==> src/ppfs_pkg.sv <==
// Constants, register map and state type of the pin function multiplexer.
// Assumes a single 100 MHz clock domain; used by ppfs_top, ppfs_monitor and the testbench.
package ppfs_pkg;
    localparam int NPIN = 15;
    localparam int NXIRQ = 6;
    localparam int NAN = 8;
    localparam int NIRQ = 8;
    localparam int NFN = 65;
    localparam int CLOCK_MHZ = 100;

    // Pins that own a function control register, in register order
    localparam logic [3:0] PIN_P15 = 4'h0, PIN_P16 = 4'h1, PIN_P17 = 4'h2, PIN_P26 = 4'h3, PIN_P27 = 4'h4;
    localparam logic [3:0] PIN_P30 = 4'h5, PIN_P31 = 4'h6, PIN_P32 = 4'h7, PIN_P54 = 4'h8, PIN_P55 = 4'h9;
    localparam logic [3:0] PIN_PA0 = 4'ha, PIN_PA1 = 4'hb, PIN_PA3 = 4'hc, PIN_PA4 = 4'hd, PIN_PA6 = 4'he;

    // Control register fields
    localparam int SEL_LSB = 0;
    localparam int SEL_W = 5;
    localparam int IRQ_SEL_BIT = 6;
    localparam int ANALOG_SEL_BIT = 7;
    localparam logic [4:0] SEL_HIZ = 5'h00;
    localparam logic [7:0] PIN_CTRL_RESET = 8'h00;
    localparam logic [7:0] WMASK_SEL = 8'h1f, WMASK_IRQ = 8'h40, WMASK_ANALOG = 8'h80;

    // Register byte offsets
    localparam logic [31:0] OFS_PIN_BASE = 32'h0000_0000;
    localparam logic [31:0] OFS_IRQ_EXTRA = 32'h0000_0040;
    localparam logic [31:0] OFS_ANALOG4 = 32'h0000_0044;
    localparam logic [31:0] OFS_LIMIT = 32'h0000_0080;

    // Peripheral signal indices; zero means nothing connected
    localparam logic [6:0] FN_NONE = 7'h00;
    localparam logic [6:0] FN_MTU0_B = 7'h01, FN_MTU_CLK_B = 7'h02, FN_T8B2_CLK = 7'h03, FN_UART1_RX = 7'h04;
    localparam logic [6:0] FN_TOUCH_5 = 7'h05, FN_CAN_RX = 7'h06, FN_MTU3_C = 7'h07, FN_MTU3_D = 7'h08;
    localparam logic [6:0] FN_T8B2_OUT = 7'h09, FN_RTC_OUT = 7'h0a, FN_CONV_TRIG = 7'h0b, FN_UART1_TX = 7'h0c;
    localparam logic [6:0] FN_SPI_MOSI = 7'h0d, FN_I2C_SCL = 7'h0e, FN_MTU3_A = 7'h0f, FN_MTU3_B = 7'h10;
    localparam logic [6:0] FN_T8B1_OUT = 7'h11, FN_OUT_DIS_8 = 7'h12, FN_UART1_SCK = 7'h13, FN_SPI_MISO = 7'h14;
    localparam logic [6:0] FN_I2C_SDA = 7'h15, FN_MTU2_A = 7'h16, FN_TOUCH_4 = 7'h17, FN_LPT_OUT = 7'h18;
    localparam logic [6:0] FN_MTU2_B = 7'h19, FN_T8B3_CLK = 7'h1a, FN_TOUCH_3 = 7'h1b, FN_MTU4_B = 7'h1c;
    localparam logic [6:0] FN_T8B3_RST = 7'h1d, FN_TOUCH_2 = 7'h1e, FN_MTU4_D = 7'h1f, FN_UART1_CTS = 7'h20;
    localparam logic [6:0] FN_TOUCH_1 = 7'h21, FN_MTU0_C = 7'h22, FN_T8B3_OUT = 7'h23, FN_UART6_TX = 7'h24;
    localparam logic [6:0] FN_TOUCH_0 = 7'h25, FN_T8B1_CLK = 7'h26, FN_TOUCH_12 = 7'h27, FN_CAN_TX = 7'h28;
    localparam logic [6:0] FN_MTU4_A = 7'h29, FN_TOUCH_11 = 7'h2a, FN_FREQ_REF = 7'h2b, FN_SPI_SSL1 = 7'h2c;
    localparam logic [6:0] FN_TOUCH_32 = 7'h2d, FN_MTU_CLK_C = 7'h2e, FN_UART5_SCK = 7'h2f, FN_SPI_SSL2 = 7'h30;
    localparam logic [6:0] FN_TOUCH_31 = 7'h31, FN_MTU0_D = 7'h32, FN_MTU_CLK_D = 7'h33, FN_MTU5_V = 7'h34;
    localparam logic [6:0] FN_UART5_RX = 7'h35, FN_TOUCH_29 = 7'h36, FN_MTU5_U = 7'h37, FN_MTU_CLK_A = 7'h38;
    localparam logic [6:0] FN_MTU4_C = 7'h39, FN_T8B0_RST = 7'h3a, FN_UART5_TX = 7'h3b, FN_SPI_SSL0 = 7'h3c;
    localparam logic [6:0] FN_TOUCH_28 = 7'h3d, FN_OUT_DIS_2 = 7'h3e, FN_UART5_CTS = 7'h3f, FN_TOUCH_26 = 7'h40;

    typedef struct packed {
        logic [NPIN-1:0][7:0] pin_ctrl;
        logic [NXIRQ-1:0] xirq_sel;
        logic [NAN-1:0] an4_sel;
        logic wr_pend;
        logic [4:0] wr_idx;
        logic [31:0] hrdata;
        logic hreadyout;
        logic hresp;
        logic [NPIN-1:0] mux_sync1;
        logic [NPIN-1:0] mux_sync2;
        logic [NXIRQ-1:0] xirq_sync1;
        logic [NXIRQ-1:0] xirq_sync2;
        logic [NPIN-1:0] pad_out;
        logic [NPIN-1:0] pad_oe;
        logic [NFN-1:0] periph_in;
        logic [NIRQ-1:0] irq;
    } ppfs_state_t;
endpackage : ppfs_pkg

==> src/ppfs_top.sv <==
// Pin function multiplexer with an AHB-Lite register slave.
// Assumes pad inputs are asynchronous; peripheral signals share the bus clock.
//
// The register offsets and register access over AHB-Lite are this design's own decisions.
`timescale 1ns/1ps

// What this block does
// RULE1 - Five-bit select per pin; code zero leaves the pad floating and unconnected.
// RULE2 - Interrupt select clear blocks the pin from interrupts; set feeds its request line.
// RULE3 - Analog select clear keeps digital use; set connects the pin as analog input; here set only cuts digital routing and interrupts, with no analog output.
// RULE4 - Port1 pin6 codes route clock out, trigger, uart1 tx, spi out, i2c clock.
// RULE5 - Port1 pin7 codes route timer3 pins, timer1 out, disable 8, sck1, spi in, i2c data.
// RULE6 - Port1 pin5 codes route uart1 receive, touch 5 and can receive.
// RULE7 - Port1 pins 2 to 7 drive interrupt requests 2 to 7 when selected.
// RULE8 - Port3 pins 0,1,2,4,6,7 drive requests 0,1,2,4,2,4 when selected.
// RULE9 - Port A pin 3 drives request 6, pin 4 drives request 5.
// RULE10 - Port4 pins 0 to 7 connect to converter channels 0 to 7 when analog.
// RULE11 - Port5 pin4 codes route timer4 compare b, timer1 clock, touch 12, can transmit.
// RULE12 - Port3 pin2 codes route clock out, uart6 transmit and touch 0.
// RULE13 - Port A pin0 codes route timer4 compare a, frequency reference, spi select 1, touch 32.
// RULE14 - Port2 pin6 codes route timer1 out, uart1 transmit, touch 4, low-power timer out.
// RULE15 - Port A pin6 codes route disable 2, uart5 flow control, spi out, touch 26.
// RULE16 - Software writes listed codes only; unlisted codes leave the pad floating.
module ppfs_top (
    input wire logic clock, // 100 MHz clock
    input wire logic rst, // Asynchronous reset, active high
    input wire logic hsel, // Slave select
    input wire logic [31:0] haddr, // Byte address
    input wire logic [1:0] htrans, // Transfer type
    input wire logic hwrite, // Write when high
    input wire logic [2:0] hsize, // Transfer size, word only
    input wire logic hready, // Bus ready
    input wire logic [31:0] hwdata, // Write data
    output logic [31:0] hrdata, // Read data
    output logic hreadyout, // Slave ready
    output logic hresp, // Always OKAY
    input wire logic [ppfs_pkg::NPIN-1:0] mux_pad_in, // Muxed pad levels
    output logic [ppfs_pkg::NPIN-1:0] mux_pad_out, // Muxed pad drive value
    output logic [ppfs_pkg::NPIN-1:0] mux_pad_oe, // Muxed pad drive enable
    input wire logic [ppfs_pkg::NXIRQ-1:0] xirq_pad_in, // Port1 pins 2..4, port3 pins 4,6,7
    input wire logic [ppfs_pkg::NFN-1:0] periph_out, // Peripheral output values by index
    input wire logic [ppfs_pkg::NFN-1:0] periph_oe, // Peripheral output enables by index
    output logic [ppfs_pkg::NFN-1:0] periph_in, // Pad levels to peripherals by index
    output logic [ppfs_pkg::NIRQ-1:0] irq_req, // External interrupt request lines
    output logic [ppfs_pkg::NAN-1:0] analog_connect // Port4 analog switch to channels 0..7
);

    ppfs_pkg::ppfs_state_t s_q;
    ppfs_pkg::ppfs_state_t s_d;

    localparam logic [4:0] IDX_XIRQ = ppfs_pkg::OFS_IRQ_EXTRA[6:2];
    localparam logic [4:0] IDX_AN4 = ppfs_pkg::OFS_ANALOG4[6:2];

    // Peripheral signal behind a select code; unlisted codes give none
    function automatic logic [6:0] route(input logic [3:0] pin, input logic [4:0] code);
        logic [6:0] f;
        f = ppfs_pkg::FN_NONE;
        case ({pin, code})
            {ppfs_pkg::PIN_P15, 5'h01}: f = ppfs_pkg::FN_MTU0_B;
            {ppfs_pkg::PIN_P15, 5'h02}: f = ppfs_pkg::FN_MTU_CLK_B;
            {ppfs_pkg::PIN_P15, 5'h05}: f = ppfs_pkg::FN_T8B2_CLK;
            {ppfs_pkg::PIN_P15, 5'h0a}: f = ppfs_pkg::FN_UART1_RX;  // see RULE6
            {ppfs_pkg::PIN_P15, 5'h19}: f = ppfs_pkg::FN_TOUCH_5;   // see RULE6
            {ppfs_pkg::PIN_P15, 5'h1c}: f = ppfs_pkg::FN_CAN_RX;    // see RULE6
            {ppfs_pkg::PIN_P16, 5'h01}: f = ppfs_pkg::FN_MTU3_C;
            {ppfs_pkg::PIN_P16, 5'h02}: f = ppfs_pkg::FN_MTU3_D;
            {ppfs_pkg::PIN_P16, 5'h05}: f = ppfs_pkg::FN_T8B2_OUT;
            {ppfs_pkg::PIN_P16, 5'h07}: f = ppfs_pkg::FN_RTC_OUT;   // see RULE4
            {ppfs_pkg::PIN_P16, 5'h09}: f = ppfs_pkg::FN_CONV_TRIG; // see RULE4
            {ppfs_pkg::PIN_P16, 5'h0a}: f = ppfs_pkg::FN_UART1_TX;  // see RULE4
            {ppfs_pkg::PIN_P16, 5'h0d}: f = ppfs_pkg::FN_SPI_MOSI;  // see RULE4
            {ppfs_pkg::PIN_P16, 5'h0f}: f = ppfs_pkg::FN_I2C_SCL;   // see RULE4
            {ppfs_pkg::PIN_P17, 5'h01}: f = ppfs_pkg::FN_MTU3_A;    // see RULE5
            {ppfs_pkg::PIN_P17, 5'h02}: f = ppfs_pkg::FN_MTU3_B;    // see RULE5
            {ppfs_pkg::PIN_P17, 5'h05}: f = ppfs_pkg::FN_T8B1_OUT;  // see RULE5
            {ppfs_pkg::PIN_P17, 5'h07}: f = ppfs_pkg::FN_OUT_DIS_8; // see RULE5
            {ppfs_pkg::PIN_P17, 5'h0a}: f = ppfs_pkg::FN_UART1_SCK; // see RULE5
            {ppfs_pkg::PIN_P17, 5'h0d}: f = ppfs_pkg::FN_SPI_MISO;  // see RULE5
            {ppfs_pkg::PIN_P17, 5'h0f}: f = ppfs_pkg::FN_I2C_SDA;   // see RULE5
            {ppfs_pkg::PIN_P26, 5'h01}: f = ppfs_pkg::FN_MTU2_A;
            {ppfs_pkg::PIN_P26, 5'h05}: f = ppfs_pkg::FN_T8B1_OUT;  // see RULE14
            {ppfs_pkg::PIN_P26, 5'h0a}: f = ppfs_pkg::FN_UART1_TX;  // see RULE14
            {ppfs_pkg::PIN_P26, 5'h19}: f = ppfs_pkg::FN_TOUCH_4;   // see RULE14
            {ppfs_pkg::PIN_P26, 5'h1b}: f = ppfs_pkg::FN_LPT_OUT;   // see RULE14
            {ppfs_pkg::PIN_P27, 5'h01}: f = ppfs_pkg::FN_MTU2_B;
            {ppfs_pkg::PIN_P27, 5'h05}: f = ppfs_pkg::FN_T8B3_CLK;
            {ppfs_pkg::PIN_P27, 5'h0a}: f = ppfs_pkg::FN_UART1_SCK;
            {ppfs_pkg::PIN_P27, 5'h19}: f = ppfs_pkg::FN_TOUCH_3;
            {ppfs_pkg::PIN_P30, 5'h01}: f = ppfs_pkg::FN_MTU4_B;
            {ppfs_pkg::PIN_P30, 5'h05}: f = ppfs_pkg::FN_T8B3_RST;
            {ppfs_pkg::PIN_P30, 5'h07}: f = ppfs_pkg::FN_OUT_DIS_8;
            {ppfs_pkg::PIN_P30, 5'h0a}: f = ppfs_pkg::FN_UART1_RX;
            {ppfs_pkg::PIN_P30, 5'h19}: f = ppfs_pkg::FN_TOUCH_2;
            {ppfs_pkg::PIN_P31, 5'h01}: f = ppfs_pkg::FN_MTU4_D;
            {ppfs_pkg::PIN_P31, 5'h05}: f = ppfs_pkg::FN_T8B2_CLK;
            {ppfs_pkg::PIN_P31, 5'h0b}: f = ppfs_pkg::FN_UART1_CTS;
            {ppfs_pkg::PIN_P31, 5'h19}: f = ppfs_pkg::FN_TOUCH_1;
            {ppfs_pkg::PIN_P32, 5'h01}: f = ppfs_pkg::FN_MTU0_C;
            {ppfs_pkg::PIN_P32, 5'h05}: f = ppfs_pkg::FN_T8B3_OUT;
            {ppfs_pkg::PIN_P32, 5'h07}: f = ppfs_pkg::FN_RTC_OUT;   // see RULE12
            {ppfs_pkg::PIN_P32, 5'h0b}: f = ppfs_pkg::FN_UART6_TX;  // see RULE12
            {ppfs_pkg::PIN_P32, 5'h19}: f = ppfs_pkg::FN_TOUCH_0;   // see RULE12
            {ppfs_pkg::PIN_P54, 5'h01}: f = ppfs_pkg::FN_MTU4_B;    // see RULE11
            {ppfs_pkg::PIN_P54, 5'h05}: f = ppfs_pkg::FN_T8B1_CLK;  // see RULE11
            {ppfs_pkg::PIN_P54, 5'h19}: f = ppfs_pkg::FN_TOUCH_12;  // see RULE11
            {ppfs_pkg::PIN_P54, 5'h1c}: f = ppfs_pkg::FN_CAN_TX;    // see RULE11
            {ppfs_pkg::PIN_P55, 5'h01}: f = ppfs_pkg::FN_MTU4_D;
            {ppfs_pkg::PIN_P55, 5'h02}: f = ppfs_pkg::FN_MTU4_A;
            {ppfs_pkg::PIN_P55, 5'h05}: f = ppfs_pkg::FN_T8B3_OUT;
            {ppfs_pkg::PIN_P55, 5'h19}: f = ppfs_pkg::FN_TOUCH_11;
            {ppfs_pkg::PIN_P55, 5'h1c}: f = ppfs_pkg::FN_CAN_RX;
            {ppfs_pkg::PIN_PA0, 5'h01}: f = ppfs_pkg::FN_MTU4_A;    // see RULE13
            {ppfs_pkg::PIN_PA0, 5'h07}: f = ppfs_pkg::FN_FREQ_REF;  // see RULE13
            {ppfs_pkg::PIN_PA0, 5'h0d}: f = ppfs_pkg::FN_SPI_SSL1;  // see RULE13
            {ppfs_pkg::PIN_PA0, 5'h19}: f = ppfs_pkg::FN_TOUCH_32;  // see RULE13
            {ppfs_pkg::PIN_PA1, 5'h01}: f = ppfs_pkg::FN_MTU0_B;
            {ppfs_pkg::PIN_PA1, 5'h02}: f = ppfs_pkg::FN_MTU_CLK_C;
            {ppfs_pkg::PIN_PA1, 5'h03}: f = ppfs_pkg::FN_MTU3_B;
            {ppfs_pkg::PIN_PA1, 5'h0a}: f = ppfs_pkg::FN_UART5_SCK;
            {ppfs_pkg::PIN_PA1, 5'h0d}: f = ppfs_pkg::FN_SPI_SSL2;
            {ppfs_pkg::PIN_PA1, 5'h19}: f = ppfs_pkg::FN_TOUCH_31;
            {ppfs_pkg::PIN_PA3, 5'h01}: f = ppfs_pkg::FN_MTU0_D;
            {ppfs_pkg::PIN_PA3, 5'h02}: f = ppfs_pkg::FN_MTU_CLK_D;
            {ppfs_pkg::PIN_PA3, 5'h03}: f = ppfs_pkg::FN_MTU4_D;
            {ppfs_pkg::PIN_PA3, 5'h04}: f = ppfs_pkg::FN_MTU5_V;
            {ppfs_pkg::PIN_PA3, 5'h0a}: f = ppfs_pkg::FN_UART5_RX;
            {ppfs_pkg::PIN_PA3, 5'h19}: f = ppfs_pkg::FN_TOUCH_29;
            {ppfs_pkg::PIN_PA4, 5'h01}: f = ppfs_pkg::FN_MTU5_U;
            {ppfs_pkg::PIN_PA4, 5'h02}: f = ppfs_pkg::FN_MTU_CLK_A;
            {ppfs_pkg::PIN_PA4, 5'h03}: f = ppfs_pkg::FN_MTU4_C;
            {ppfs_pkg::PIN_PA4, 5'h05}: f = ppfs_pkg::FN_T8B0_RST;
            {ppfs_pkg::PIN_PA4, 5'h0a}: f = ppfs_pkg::FN_UART5_TX;
            {ppfs_pkg::PIN_PA4, 5'h0d}: f = ppfs_pkg::FN_SPI_SSL0;
            {ppfs_pkg::PIN_PA4, 5'h19}: f = ppfs_pkg::FN_TOUCH_28;
            {ppfs_pkg::PIN_PA6, 5'h01}: f = ppfs_pkg::FN_MTU5_V;
            {ppfs_pkg::PIN_PA6, 5'h02}: f = ppfs_pkg::FN_MTU_CLK_B;
            {ppfs_pkg::PIN_PA6, 5'h03}: f = ppfs_pkg::FN_MTU3_D;
            {ppfs_pkg::PIN_PA6, 5'h05}: f = ppfs_pkg::FN_T8B3_CLK;
            {ppfs_pkg::PIN_PA6, 5'h07}: f = ppfs_pkg::FN_OUT_DIS_2; // see RULE15
            {ppfs_pkg::PIN_PA6, 5'h0b}: f = ppfs_pkg::FN_UART5_CTS; // see RULE15
            {ppfs_pkg::PIN_PA6, 5'h0d}: f = ppfs_pkg::FN_SPI_MOSI;  // see RULE15
            {ppfs_pkg::PIN_PA6, 5'h19}: f = ppfs_pkg::FN_TOUCH_26;  // see RULE15
            default: f = ppfs_pkg::FN_NONE;                         // see RULE1, see RULE16
        endcase
        return f;
    endfunction : route

    // Writable bits of each pin control register
    function automatic logic [7:0] wmask(input logic [3:0] pin);
        logic [7:0] m;
        m = ppfs_pkg::WMASK_SEL;
        case (pin)
            ppfs_pkg::PIN_P15, ppfs_pkg::PIN_P16, ppfs_pkg::PIN_P17,
            ppfs_pkg::PIN_P30, ppfs_pkg::PIN_P31, ppfs_pkg::PIN_P32: m = m | ppfs_pkg::WMASK_IRQ;
            ppfs_pkg::PIN_PA3, ppfs_pkg::PIN_PA4: m = m | ppfs_pkg::WMASK_IRQ | ppfs_pkg::WMASK_ANALOG;
            ppfs_pkg::PIN_PA0, ppfs_pkg::PIN_PA1, ppfs_pkg::PIN_PA6: m = m | ppfs_pkg::WMASK_ANALOG;
            default: m = ppfs_pkg::WMASK_SEL;
        endcase
        return m;
    endfunction : wmask

    // Request line of a muxed pin; only pins with a writable interrupt bit use it
    function automatic logic [2:0] irq_of(input logic [3:0] pin);
        logic [2:0] n;
        n = 3'h0;
        case (pin)
            ppfs_pkg::PIN_P15: n = 3'h5;  // see RULE7
            ppfs_pkg::PIN_P16: n = 3'h6;  // see RULE7
            ppfs_pkg::PIN_P17: n = 3'h7;  // see RULE7
            ppfs_pkg::PIN_P30: n = 3'h0;  // see RULE8
            ppfs_pkg::PIN_P31: n = 3'h1;  // see RULE8
            ppfs_pkg::PIN_P32: n = 3'h2;  // see RULE8
            ppfs_pkg::PIN_PA3: n = 3'h6;  // see RULE9
            ppfs_pkg::PIN_PA4: n = 3'h5;  // see RULE9
            default: n = 3'h0;
        endcase
        return n;
    endfunction : irq_of

    // Request line of the interrupt-only pins P12, P13, P14, P34, P36, P37
    function automatic logic [2:0] xirq_of(input int j);
        logic [2:0] n;
        n = 3'h0;
        case (j)
            0: n = 3'h2;  // see RULE7
            1: n = 3'h3;  // see RULE7
            2: n = 3'h4;  // see RULE7
            3: n = 3'h4;  // see RULE8
            4: n = 3'h2;  // see RULE8
            5: n = 3'h4;  // see RULE8
            default: n = 3'h0;
        endcase
        return n;
    endfunction : xirq_of

    // Word decode: bit 5 valid, bits 4:0 word index
    function automatic logic [5:0] decode(input logic [31:0] a);
        logic [5:0] r;
        r = {1'b0, a[6:2]};
        if (a < ppfs_pkg::OFS_LIMIT && a[1:0] == 2'h0) begin
            if (a[6:2] < 5'(ppfs_pkg::NPIN) || a == ppfs_pkg::OFS_IRQ_EXTRA || a == ppfs_pkg::OFS_ANALOG4) begin
                r[5] = 1'b1;
            end
        end
        return r;
    endfunction : decode

    always_comb begin
        logic [5:0] dec;
        logic [6:0] fn;
        logic act;
        logic [3:0] p;
        dec = 6'h00;
        fn = ppfs_pkg::FN_NONE;
        act = 1'b0;
        p = 4'h0;
        s_d = s_q;
        s_d.hreadyout = 1'b1;
        s_d.hresp = 1'b0;

        // Data phase of a write lands before any read of the same cycle
        if (s_q.wr_pend) begin
            if (s_q.wr_idx == IDX_XIRQ) begin
                s_d.xirq_sel = hwdata[ppfs_pkg::NXIRQ-1:0];
            end else if (s_q.wr_idx == IDX_AN4) begin
                s_d.an4_sel = hwdata[ppfs_pkg::NAN-1:0];
            end else begin
                s_d.pin_ctrl[s_q.wr_idx[3:0]] = hwdata[7:0] & wmask(s_q.wr_idx[3:0]);
            end
        end
        s_d.wr_pend = 1'b0;
        if (hsel && htrans[1] && hready) begin
            dec = decode(haddr);
            if (hwrite) begin
                s_d.wr_pend = dec[5];
                s_d.wr_idx = dec[4:0];
            end else begin
                s_d.hrdata = 32'h0000_0000;
                if (dec[5]) begin
                    if (dec[4:0] == IDX_XIRQ) begin
                        s_d.hrdata[ppfs_pkg::NXIRQ-1:0] = s_d.xirq_sel;
                    end else if (dec[4:0] == IDX_AN4) begin
                        s_d.hrdata[ppfs_pkg::NAN-1:0] = s_d.an4_sel;
                    end else begin
                        s_d.hrdata[7:0] = s_d.pin_ctrl[dec[3:0]];
                    end
                end
            end
        end

        // Pad synchronisers
        s_d.mux_sync1 = mux_pad_in;
        s_d.mux_sync2 = s_q.mux_sync1;
        s_d.xirq_sync1 = xirq_pad_in;
        s_d.xirq_sync2 = s_q.xirq_sync1;

        // Pin routing; analog selection takes the pin away from digital use
        s_d.pad_out = '0;
        s_d.pad_oe = '0;
        s_d.periph_in = '0;
        s_d.irq = '0;
        for (int i = 0; i < ppfs_pkg::NPIN; i++) begin
            p = 4'(i);
            fn = route(p, s_q.pin_ctrl[i][ppfs_pkg::SEL_LSB +: ppfs_pkg::SEL_W]);
            act = (fn != ppfs_pkg::FN_NONE) && !s_q.pin_ctrl[i][ppfs_pkg::ANALOG_SEL_BIT];  // see RULE1, see RULE3
            if (act) begin
                s_d.pad_oe[i] = periph_oe[fn];
                s_d.pad_out[i] = periph_out[fn] & periph_oe[fn];
                s_d.periph_in[fn] = s_d.periph_in[fn] | s_q.mux_sync2[i];
            end
            if (s_q.pin_ctrl[i][ppfs_pkg::IRQ_SEL_BIT] && !s_q.pin_ctrl[i][ppfs_pkg::ANALOG_SEL_BIT]) begin
                s_d.irq[irq_of(p)] = s_d.irq[irq_of(p)] | s_q.mux_sync2[i];  // see RULE2
            end
        end
        for (int j = 0; j < ppfs_pkg::NXIRQ; j++) begin
            if (s_q.xirq_sel[j]) begin
                s_d.irq[xirq_of(j)] = s_d.irq[xirq_of(j)] | s_q.xirq_sync2[j];  // see RULE2
            end
        end
    end

    always_ff @(posedge clock or posedge rst) begin
        if (rst) begin
            s_q <= '0;
        end else begin
            s_q <= s_d;
        end
    end

    assign hrdata = s_q.hrdata;
    assign hreadyout = s_q.hreadyout;
    assign hresp = s_q.hresp;
    assign mux_pad_out = s_q.pad_out;
    assign mux_pad_oe = s_q.pad_oe;
    assign periph_in = s_q.periph_in;
    assign irq_req = s_q.irq;
    assign analog_connect = s_q.an4_sel;  // see RULE3, see RULE10

endmodule : ppfs_top

==> config.mk <==
export PLATFORM = sky130hd
export DESIGN_NAME = ppfs_top
export DESIGN_NICKNAME = d
export VERILOG_FILES = /design/src/ppfs_pkg.sv /design/src/ppfs_top.sv
export SDC_FILE = /design/constraint.sdc
export NUM_CORES = 1
export LEC_CHECK = 0
export BUFFER_PORTS_ARGS = -buffer_cell sky130_fd_sc_hd__buf_2
export CORE_ASPECT_RATIO = 1.1
export CORE_MARGIN = 2
export CORE_UTILIZATION = 40
export DETAILED_ROUTE_END_ITERATION = 10
export SKIP_CTS_REPAIR_TIMING = 1
export SLEW_MARGIN = 40
export SYNTH_ARGS = -nofsm -noshare
export SYNTH_HDL_FRONTEND = slang
export SYNTH_SLANG_ARGS = --single-unit
==> constraint.sdc <==
create_clock -name clock -period 10.8 [get_ports clock]
set_input_delay 1.08 -clock clock [delete_from_list [all_inputs] [get_ports clock]]
set_output_delay 1.08 -clock clock [all_outputs]
set_load 0.01 [all_outputs]
---- After elaboration in Yosys (flattened, before gate mapping) ----
Memories as Yosys holds them, arrays and structs flattened.
Index checks and enable logic that the tools add are counted.
word-level totals
  memory bits (read-only) ................. 168
  memories ................................ 3
  logic and storage cells ................. 720
  bits in registers ....................... 294
  input bits .............................. 225
  output and inout port bits .............. 145
cells by class
  equality and inequality tests ........... 90
  $lt $le $gt $ge ......................... 77
  multiplexer cells ....................... 361
  bitwise gates (word level) .............. 55
  reductions and logical operators ........ 105
memories
  name             words  bits a word  read ports  clocked after memory_dff  wr ports  line             source
  (no name shown)  128    1            1           0                         0         ppfs_top.sv:269  s_d.periph_in[fn] = s_d.periph_in[fn] | s_q.mux_sync2[i];
  (no name shown)  16     2            1           0                         0         ppfs_top.sv:152  case (pin)
  (no name shown)  8      1            1           0                         0         ppfs_top.sv:272  s_d.irq[irq_of(p)] = s_d.irq[irq_of(p)] | s_q.mux_sync2[i];
operators by type and width
  cell                                                                                  number
  65-bit bitwise mux                                                                    14
  65-bit 2-to-1 mux                                                                     14
  1-bit binary-select mux with 7-bit select                                             44
  8-bit 2-to-1 mux                                                                      31
  120-bit 2-to-1 mux                                                                    2
  8-bit bitwise mux                                                                     20
  1-bit 2-to-1 mux                                                                      134
  134-bit 2-to-1 mux                                                                    1
  120-bit bitwise mux                                                                   1
  7-bit by 8-bit less-than comparator with 1-bit output (second input constant)         15
  1-bit demux with 7-bit select                                                         15
  5-bit by 4-bit == test with 1-bit output (second input constant)                      21
  5-bit == test (second input constant)                                                 21
  7-bit by 1-bit greater-or-equal comparator with 1-bit output (second input constant)  15
  7-bit nonzero test                                                                    15
  5-bit by 3-bit == test with 1-bit output (second input constant)                      19
  3-bit by 4-bit less-than comparator with 1-bit output (second input constant)         21
  5-bit by 1-bit == test with 1-bit output (second input constant)                      15
  6-bit case mux with 4 select lines                                                    3
  6-bit case mux with 6 select lines                                                    2
  1-bit logical AND                                                                     70
  66-bit 2-to-1 mux                                                                     1
  65-bit AND                                                                            1
  32-bit by 7-bit == test with 1-bit output (second input constant)                     2
  30 further kinds                                                                      191

---- Longest topological paths before layout ----
Gate-level depths: netlist of run 1.
  depth after elaboration ................. 109
  depth in mapped cells ................... 10
  mapped depth without buffers ............ 7

---- Worst setup path after synthesis of run 1 ----
OpenSTA, ideal clock, no wires.
  path type ............................... input-to-reg
  start ................................... input port haddr[17]
  end ..................................... register s_q, in the netlist hrdata[3]
  path buffers ............................ 1
  required time ........................... 10.735 ns
  library setup time ...................... 0.065 ns
  setup slack ............................. 7.932 ns
  stages on the path ...................... 8
  arrival time ............................ 2.803 ns
  path through ............................ nor4_1 > nand4_1 > or3_1 > clkbuf_1 > nor2_1 > o31ai_1 > a2111oi_0 > a211o_1
on the way
  cells in the longest elaborated chain, start to end .. 7
  elaborated cells on any way between the ends .. 10
  those cells by class .................... 1 x order compare; 2 x eq/ne; 4 x mux; 3 x reduce/logical
RTL lines
  element                                                                                                         line             source
  start, declared                                                                                                 ppfs_top.sv:28   input wire logic [31:0] haddr,
  parallel branches: the longest is 4 deep, another holds 32-bit by 8-bit less-than comparator with 1-bit output  -
  1-bit 2-to-1 mux (*)                                                                                            ppfs_top.sv:200  if (a < ppfs_pkg::OFS_LIMIT && a[1:0] == 2'h0) begin
  1-bit 2-to-1 mux (*)                                                                                            ppfs_top.sv:232  if (hsel && htrans[1] && hready) begin
  8-bit 2-to-1 mux (*)                                                                                            ppfs_top.sv:239  if (dec[5]) begin
  end signal, assigned                                                                                            ppfs_top.sv:284  s_q <= '0;
  end signal, assigned                                                                                            ppfs_top.sv:286  s_q <= s_d;
  end, declared                                                                                                   ppfs_top.sv:48   ppfs_pkg::ppfs_state_t s_q;
Every way passes the cells marked *. The select of a mux whose other input is x is not followed.
A chain may end at the register's enable or synchronous reset.

==> results.txt, run 1 <==
Crit. End Element -> flip-flop
Final HPWL DP -> 47300 um
site row count -> 79
drc violations -> 0
worst hold path class -> reg2reg
min Tclk post-route -> 3340 ps
crit path launch type -> flip-flop
drt wl/cell -> 24.3 um
final hold vios -> 0
# diodes -> 0
Worst Path Max Fanout -> 15
Max-cap violations -> 0
largest net degree at the start of global routing -> 95
Design Power -> 2.70 mW
main flop type after synthesis -> dfrtp_1
post-layout instance area -> 19500 um^2
critical path data required time -> 11240 ps
die footprint -> 44900 um^2
# nets final -> 2197
Bufs on Longest Clock Path -> 3
most frequent cells in the layout -> buf_2 (318), dfrtp_1 (294), nand2_1 (165), nor2_1 (154), o21ai_0 (83)
antenna-violating nets left -> 0
Mapped Cells -> 1829
max-slew violations -> 0
Area Growth Syn to Fin -> 12.8%
DRT iter0 DRCs -> 1272
commonest non-fill, non-tap cell in the layout -> buf_2
hold slack -> 345 ps
Slew Limit Headroom -> 43.5%
Post-synth EDFFs -> 0
clk slew on worst S/H paths -> 60 ps
synthesized area per cell -> 9.46 um^2
Crit Path Class -> reg2reg
TritonCTS buffer count -> 36
Routability Congestion -> 0.937
DR vias -> 15100
first-pass GRT wire length -> 92800 um
DP Area -> 18300 um^2
outcome -> finished clean
boundary pin count -> 370
Die Wd -> 202 um
skew final -> 29.7 ps
layout cells sized above 1 -> 24.7%
initial antenna violation count -> 0
First-pass DRT Iterations -> 8
final wirelength -> 62400 um
post-route insts no fill -> 2565
Root Buffer -> clkbuf_16
f_max -> 0.299 GHz
register area share after synthesis -> 42.5%
Die Height -> 222 um
worst-skew pair later-pin latency -> 570 ps
number of vias per cell -> 5.90
Total Neg Setup Slack -> 0 ps
fin crit share -> 30.9%
Netlist cell types -> 102
vias in the first global route -> 14800
htree depth -> 2
PwrDens -> 138 nW/um^2
RSZ-0062 raised after global routing -> false
Total GRT Usage -> 27.3%
Sink Count -> 294
Initial Util -> 40.7%
worst vdd ir -> 0.0000982 V
Seq cells post-synth -> 294
Tightest Pin Transition -> 848 ps
Syn. warnings -> 0
number of port buffers -> 316
Core Region -> 42500 um^2
Pleak -> 8.98 nW
CP arrival -> 3780 ps
placed cell count -> 2500
ys async rst share -> 100%
setup violators final -> 0
CTS tree -> built
total gr overflow -> 0
post-synthesis cell area -> 17300 um^2
[logic make-up (layout without fill, tap and decap cells)]
family,count (synthesis),count (layout),synth area share [%]
other,2,27,0.0434
flip-flops,294,294,42.5
AND/OR/NAND/NOR,685,685,20.9
buffers and inverters,274,418,9.38
AO/OA/AOI/OAI,429,429,17.6
multiplexers,130,130,8.73
XOR/XNOR,15,15,0.759
[synthesized netlist by cell type (all sizes together), types with 14 or more instances]
master	n	area share, %
dfrtp	294	43
buf	178	7.3
nand2	166	3.6
nor2	157	3.4
o21ai	92	2.7
mux2	69	4.6
clkbuf	65	1.4
a21oi	62	1.9
mux2i	52	3.0
nor3	51	1.5
o22ai	50	1.9
nand3	40	1.2
nand2b	38	1.4
and2	34	1.2
nor2b	34	1.2
inv	30	0.65
nor4	21	0.83
o211ai	21	0.91
and3	20	0.72
a211oi	19	0.82
a21o	18	0.78
o32ai	18	1.0
nand3b	16	0.84
nand4	16	0.58
or3	14	0.51
[path summary, 6_finish.rpt]
kind / startpoint / endpoint / slack, ps / depth (start not counted)
max in group asynchronous: rst / irq_req[1] / 8440 / 4
setup reg to reg: s_q[180] / hrdata[0] / 7460 / 7
setup / recovery: s_q[180] / hrdata[0] / 7460 / 7
min in group asynchronous: rst / hreadyout / 620 / 2
hold reg to reg: s_d[107] / s_q[107] / 350 / 0
hold / removal: s_d[107] / s_q[107] / 350 / 0
[sequential cells by signal, summed over array words and instances (netlist names), 8 cells and up]
register	flops
mux_pad_oe	15
s_d	21
irq_req	8
mux_pad_out	15
s_q	153
periph_in	65
analog_connect	8
hrdata	8
[report_power, final]
group / internal (mW) / leakage (nW) / switching, mW
sequential: 1.12 / 3.67 / 0.0290
combinational: 0.0828 / 4.70 / 0.167
clock: 0.805 / 0.609 / 0.496
[metal layers]
metal / GRT usage (%) / share of wire (%) / vias to the layer above
met5: 0 / 0 / -
met2: 42.3 / 45 / 730
met1: 37.0 / 42 / 7452
met4: 15.0 / 5.7 / 0
met3: 3.57 / 7.4 / 149
li1: - / - / 6790
[critical path, stage by stage, from the launching register on]
cell,delay (ps)
dfrtp_1,650
nor2b_1,590
nand2_1,490
mux2_1,460
mux2_2,270
a22oi_1,290
o211ai_1,220
a31o_1,260
[area by class of cell]
cell class                      instances  area (um^2)
Clock buffer                           55         1070
Clock inverter                          9          180
Fill cell                            4131        23000
Inverter                               31          124
Multi-Input combinational cell       1286         8430
Sequential cell                       294         7360
Tap cell                              567          709
Timing Repair Buffer                  323         1640
[stage by stage]
step           utilization [%]  worst slack, ps
6_report                  45.9             7460
4_1_cts                   45.9             7590
2_1_floorplan                -             1600
3_3_place_gp              42.9             7110
5_1_grt                   45.9             7350
3_5_place_dp              42.9             7020
Note: power is estimated with default switching activity, not from simulation.
==> run 2, diff against run 1 <==
ABC_AREA = 1   (was unset)
clock period = 3.2 ns   (was 10.8 ns; I/O delays follow)
==> results.txt, run 2 <==
outcome -> finished clean (unchanged)
clk slew on worst S/H paths -> 70 ps (was 60 ps)
Int Pwr -> 6.27 mW (was 2.01 mW)
Worst Path Max Fanout -> 6 (was 15)
initial antenna violation count -> 3 (was 0)
Layout fillers -> 4380 (was 4131)
Commonest cells post-synth -> inv_1 (341), nand2_1 (337), dfrtp_1 (294), nor2_1 (284), o21ai_0 (180) (was dfrtp_1 (294), nand2_1 (165), nor2_1 (154), buf_4 (148), o21ai_0 (83))
f_max -> 0.334 GHz (was 0.299 GHz)
skew final -> 18.4 ps (was 29.7 ps)
DR vias -> 17500 (was 15100)
Initial Util -> 40.3% (was 40.7%)
Crit Path Class -> reg2reg (unchanged)
register area share after synthesis -> 42.3% (was 42.5%)
Synth top area share -> 42.3% (was 42.5%)
Switching Fraction -> 25.1% (was 25.6%)
Psw -> 2.10 mW (was 0.693 mW)
main flop type after synthesis -> dfrtp_1 (unchanged)
final hold vios -> 0 (unchanged)
FF-to-FF path depth -> 11 (was 7)
Tightest Pin Transition -> 767 ps (was 848 ps)
Sink Count -> 294 (unchanged)
# nets final -> 2789 (was 2197)
Register Area -> 7360 um^2 (about the same)
Total Neg Setup Slack -> 0 ps (unchanged)
Die Height -> 223 um (was 222 um)
most frequent cells in the layout -> inv_1 (340), nand2_1 (332), buf_2 (316), dfrtp_1 (291), nor2_1 (280) (was buf_2 (318), dfrtp_1 (294), nand2_1 (165), nor2_1 (154), o21ai_0 (83))
fin crit share -> 93.5% (was 30.9%)
synthesized area per cell -> 7.64 um^2 (was 9.46 um^2)
Syn. warnings -> 0 (unchanged)
Synth area leader -> dfrtp_1 (unchanged)
number of port buffers -> 316 (unchanged)
final wirelength -> 71800 um (was 62400 um)
antenna-violating nets left -> 0 (unchanged)
htree depth -> 1 (was 2)
Slew Limit Headroom -> 48.2% (was 43.5%)
Pleak -> 10.8 nW (was 8.98 nW)
CTS tree -> built (unchanged)
worst hold path class -> in2reg (was reg2reg)
Root Buffer -> clkbuf_16 (unchanged)
CP arrival -> 3510 ps (was 3780 ps)
footprint of the multi-input gates -> 7500 um^2 (was 8430 um^2)
part of the power in registers -> 45.5% (was 42.6%)
drt wl/cell -> 22.7 um (was 24.3 um)
top-count cell post-synth -> inv_1 (was dfrtp_1)
largest net degree at the start of global routing -> 92 (was 95)
Final HPWL DP -> 57600 um (was 47300 um)
Synth area leaders -> dfrtp_1 (42%), inv_1 (7.4%), nand2_1 (7.3%), buf_4 (6.3%), nor2_1 (6.1%) (was dfrtp_1 (43%), buf_4 (6.4%), mux2_2 (3.8%), nand2_1 (3.6%), nor2_1 (3.3%))
vias in the first global route -> 16400 (was 14800)
worst vdd ir -> 0.000374 V (was 0.0000982 V)
commonest non-fill, non-tap cell in the layout -> inv_1 (was buf_2)
Netlist cell types -> 69 (was 102)
drc violations -> 0 (unchanged)
DRT iter0 DRCs -> 1638 (was 1272)
max reg flops -> 153 (unchanged)
fin worst setup slack -> 207 ps (was 7460 ps)
post-synthesis cell area -> 17400 um^2 (was 17300 um^2)
Bufs on Longest Clock Path -> 3 (unchanged)
crit path launch type -> flip-flop (unchanged)
max-slew violations -> 0 (unchanged)
First-pass DRT Iterations -> 8 (unchanged)
Die Wd -> 203 um (was 202 um)
Routability Congestion -> 0.997 (was 0.937)
min Tclk post-route -> 2990 ps (was 3340 ps)
worst-skew pair later-pin latency -> 580 ps (was 570 ps)
Max-cap violations -> 0 (unchanged)
layout cells sized above 1 -> 22.1% (was 24.7%)
RSZ-0062 raised after global routing -> false (unchanged)
Crit. End Element -> flip-flop (unchanged)
largest register by flop count -> s_q (unchanged)
total gr overflow -> 0 (unchanged)
boundary pin count -> 370 (unchanged)
Post-Place Worst Slack -> 131 ps (was 7020 ps)
setup violators final -> 0 (unchanged)
Core Region -> 43100 um^2 (was 42500 um^2)
die footprint -> 45100 um^2 (was 44900 um^2)
logic gate share of total power -> 9.4% (was 9.3%)
critical path data required time -> 3720 ps (was 11240 ps)
site row count -> 80 (was 79)
Clock Power Share -> 45.1% (was 48.1%)
Area Growth Syn to Fin -> 18.3% (was 12.8%)
Total GRT Usage -> 31.1% (was 27.3%)
PwrDens -> 408 nW/um^2 (was 138 nW/um^2)
Post-synth EDFFs -> 0 (unchanged)
number of vias per cell -> 5.55 (was 5.90)
Mapped Cells -> 2274 (was 1829)
hold path depth -> 3 (was 0)
Seq cells post-synth -> 294 (unchanged)
first-pass GRT wire length -> 105000 um (was 92800 um)
Design Power -> 8.38 mW (was 2.70 mW)
ys async rst share -> 100% (unchanged)
TritonCTS buffer count -> 31 (was 36)
==> run 2: cell count changes in the layout (fill, tap and decap cells not counted), sizes merged, moves of 67 or more <==
| cell | delta |
|---|---|
| buf | +73 |
| mux2 | -67 |
| o21ai | +97 |
| nor2 | +142 |
| nand2 | +191 |
| inv | +340 |
| o22ai | +73 |
==> run 2: power by group through the flow <==
stage          sequential (mW)  combinational (mW)  clock, mW
5_1_grt                   3.81               0.845       4.00
3_3_place_gp              3.88               0.747          0
6_report                  3.81               0.787       3.78
2_1_floorplan             3.87               0.373          0
3_5_place_dp              3.88               0.749          0
4_1_cts                   3.81               0.752       3.84
==> run 2: layout make-up <==
| class | count | share of cell area [%] |
|---|---|---|
| Antenna cell | 1 | 0.0122 |
| Clock buffer | 42 | 4.31 |
| Clock inverter | 12 | 0.840 |
| Inverter | 385 | 7.06 |
| Multi-Input combinational cell | 1434 | 36.5 |
| Sequential cell | 294 | 35.8 |
| Tap cell | 574 | 3.49 |
| Timing Repair Buffer | 418 | 12.0 |
==> run 2: path summary, 6_finish.rpt <==
check | startpoint | endpoint | slack [ps]
max | s_q[184] | hrdata[1] | 210
min in group asynchronous | rst | irq_req[3] | 320
min | hwdata[5] | s_q[198] | 30
max reg2reg | s_q[184] | hrdata[1] | 210
min reg2reg | s_d[106] | s_q[106] | 350
max in group asynchronous | rst | periph_in[54] | 2020
==> run 2: layer usage <==
| layer | vias to the layer above | global-route usage [%] | wire (um) |
|---|---|---|---|
| met2 | 955 | 47.8 | 31700 |
| li1 | 8068 | - | - |
| met3 | 183 | 4.55 | 5880 |
| met4 | 4 | 14.6 | 3670 |
| met1 | 8316 | 43.2 | 30500 |
| met5 | - | 0 | 27 |
==> run 2: cells by family after synthesis <==
logic type	synth area share [%]
AND/OR/NAND/NOR	22.9
buffers and inverters	15.5
AO/OA/AOI/OAI	19.0
flip-flops	42.3
multiplexers	0.245
other	0.0432
==> run 2: worst max-delay path, cell delays in order (launching register included) <==
cell and delay [ps]:
dfrtp_1 480, inv_1 120, nor2_1 120, inv_1 90
nor2_1 450, nand2_1 90, o21ai_0 180, o22ai_1 130
o311ai_0 620, nand3_1 260, o211ai_1 200, a32o_1 200
==> run 2: stage by stage <==
stage	cell area [um^2]	utilization [%]	instances	hold slack, ps
2_1_floorplan	17500	-	2299	331
3_3_place_gp	19200	44.4	3080	332
3_5_place_dp	19200	44.4	3080	335
4_1_cts	20200	46.9	3134	-232
5_1_grt	20600	47.7	3160	39.9
6_report	20600	47.7	3160	30.3
==> run 3, diff against run 2 <==
CORE_MARGIN = unset   (was 2)
==> results.txt, run 3 (synthesis results as in run 2) <==
Final HPWL DP -> 57900 um (was 57600 um)
Initial Util -> 40.8% (was 40.3%)
number of vias per cell -> 5.53 (was 5.55)
DRT iter0 DRCs -> 1710 (was 1638)
htree depth -> 1 (unchanged)
setup violators final -> 0 (unchanged)
post-route insts no fill -> 3167 (was 3160)
TritonCTS buffer count -> 31 (unchanged)
Buffers & Inverters on Critical Path -> 4 (was 2)
crit path launch type -> flip-flop (unchanged)
min Tclk post-route -> 2970 ps (was 2990 ps)
drc violations -> 0 (unchanged)
CTS tree -> built (unchanged)
largest register by flop count -> s_q (unchanged)
worst-skew pair later-pin latency -> 590 ps (was 580 ps)
worst vdd ir -> 0.000433 V (was 0.000374 V)
Finished Core Util -> 48.4% (was 47.7%)
final hold vios -> 0 (unchanged)
vias in the first global route -> 16500 (was 16400)
number of port buffers -> 316 (unchanged)
commonest non-fill, non-tap cell in the layout -> inv_1 (unchanged)
Root Buffer -> clkbuf_16 (unchanged)
DP Area -> 19200 um^2 (about the same)
worst hold path class -> in2reg (unchanged)
Post-Place Worst Slack -> 185 ps (was 131 ps)
outcome -> finished clean (unchanged)
fin crit share -> 92.7% (was 93.5%)
Max-cap violations -> 0 (unchanged)
clk slew on worst S/H paths -> 60 ps (was 70 ps)
First-pass DRT Iterations -> 8 (unchanged)
crit path to -> hrdata[7] (was hrdata[1])
Total GRT Usage -> 31.7% (was 31.1%)
logic gate share of total power -> 9.4% (about the same)
total gr overflow -> 0 (unchanged)
DR vias -> 17500 (about the same)
fin worst setup slack -> 234 ps (was 207 ps)
# nets final -> 2802 (was 2789)
die footprint -> 44300 um^2 (was 45100 um^2)
reg2reg end -> hrdata[7] (was hrdata[1])
site row count -> 79 (was 80)
largest net degree at the start of global routing -> 95 (was 92)
CP arrival -> 3490 ps (was 3510 ps)
Switching Fraction -> 25.2% (was 25.1%)
Core Region -> 42600 um^2 (was 43100 um^2)
drt wl/cell -> 22.7 um (about the same)
CP startpoint -> s_q[180] (was s_q[184])
Crit Path Class -> reg2reg (unchanged)
Slew Limit Headroom -> 49.5% (was 48.2%)
final wirelength -> 71900 um (was 71800 um)
Pleak -> 10.9 nW (was 10.8 nW)
# diodes -> 0 (was 1)
f_max -> 0.337 GHz (was 0.334 GHz)
number of cells on the critical path -> 16 (was 11)
most used cell, CP -> nor2_1
max-slew violations -> 0 (unchanged)
Int Pwr -> 6.32 mW (was 6.27 mW)
Routability Congestion -> 1.02 (was 0.997)
CP cell instances -> nor2_1, inv_1, nor2_1, inv_1, nor2_1, nor2_1, nand2_1, inv_1, nor2_1, o22ai_1, o311ai_0, buf_4, nand3_1, nand2_1, o2111ai_1, nand2_1 (was inv_1, nor2_1, inv_1, nor2_1, nand2_1, o21ai_0, o22ai_1, o311ai_0, nand3_1, o211ai_1, a32o_1)
Psw -> 2.13 mW (was 2.10 mW)
critical path data required time -> 3720 ps (about the same)
Die Wd -> 201 um (was 203 um)
Crit. End Element -> flip-flop (unchanged)
Sink Count -> 294 (unchanged)
Clock Power Share -> 45.5% (was 45.1%)
post-layout instance area -> 20600 um^2 (about the same)
PwrDens -> 410 nW/um^2 (was 408 nW/um^2)
Tightest Pin Transition -> 751 ps (was 767 ps)
Bufs on Longest Clock Path -> 3 (unchanged)
Worst R2R Setup Slack -> 230 ps (was 210 ps)
first-pass GRT wire length -> 105000 um (about the same)
Critical R2R Launch -> s_q[180] (was s_q[184])
skew final -> 10.7 ps (was 18.4 ps)
Area Growth Syn to Fin -> 18.6% (was 18.3%)
Top delay family on crit path -> simple AND/OR/NAND/NOR gates (was compound AO/OA/AOI/OAI gates)
part of the power in registers -> 45.1% (was 45.5%)
most frequent cells in the layout -> inv_1 (340), nand2_1 (335), buf_2 (317), dfrtp_1 (292), nor2_1 (278) (was inv_1 (340), nand2_1 (332), buf_2 (316), dfrtp_1 (291), nor2_1 (280))
Die Height -> 221 um (was 223 um)
max reg flops -> 153 (unchanged)
initial antenna violation count -> 0 (was 3)
placed cell count -> 3085 (was 3080)
FF-to-FF path depth -> 16 (was 11)
max incr delay on CP -> 520 ps (was 620 ps)
Worst Path Max Fanout -> 6 (unchanged)
antenna-violating nets left -> 0 (unchanged)
RSZ-0062 raised after global routing -> false (unchanged)
boundary pin count -> 370 (unchanged)
layout cells sized above 1 -> 22.5% (was 22.1%)
CP max stage cell -> o311ai_0 (unchanged)
[run 3: cell types whose count changed in the layout (fill, tap and decap cells not counted), sizes merged]
cell,previous run,this run
buf,396,409
bufinv,4,5
clkbuf,42,40
clkinv,18,19
clkinvlp,3,4
inv,372,373
diode,1,0
[run 3: per-layer routing]
metal / track usage [%] / up-vias / wire length (um)
li1: - / 8098 / -
met1: 43.4 / 8273 / 30800
met4: 14.2 / 0 / 3360
met2: 50.0 / 972 / 32000
met3: 4.68 / 178 / 5690
met5: 0 / - / 0
[run 3: worst min path at each step]
stage	start	endpoint	depth (start not counted)
2_1_floorplan	s_d[103]	s_q[103]	0
3_3_place_gp	s_d[104]	s_q[104]	0
3_5_place_dp	s_d[103]	s_q[103]	0
4_1_cts	rst	s_d[105]	2
5_1_grt	hwdata[7]	analog_connect[7]	2
6_report	hwdata[5]	s_q[198]	3
[run 3: area by class of cell]
cell class	instances	area, um^2
tap	567	709
sequential	294	7360
clock buffer	40	860
fill	4291	22000
inverter	385	1450
clock inverter	16	224
multi-input combinational	1434	7480
timing repair buffer	431	2530
[run 3: power by group through the flow]
stage               combinational (mW)  clock, mW  sequential (mW)
global route                     0.850       4.07             3.82
finish                           0.796       3.85             3.81
CTS                              0.764       3.92             3.81
detailed placement               0.760          0             3.88
floorplan                        0.373          0             3.87
global placement                 0.756          0             3.88
[run 3: stage by stage]
step / TNS [ps] / hold slack, ps / power, mW
5_1_grt: 0 / 18.7 / 8.74
6_report: 0 / 21.2 / 8.45
4_1_cts: 0 / -211 / 8.49
2_1_floorplan: -300800 / 331 / 4.24
3_5_place_dp: 0 / 335 / 4.64
3_3_place_gp: 0 / 332 / 4.64
[run 3: worst reg2reg max path: stages (launching register included)]
cell	delay [ps]
dfrtp_1	440
nor2_1	140
inv_1	80
nor2_1	140
inv_1	70
nor2_1	180
nor2_1	100
nand2_1	170
inv_1	110
nor2_1	190
o22ai_1	170
o311ai_0	520
buf_4	200
nand3_1	100
nand2_1	100
o2111ai_1	100
nand2_1	90
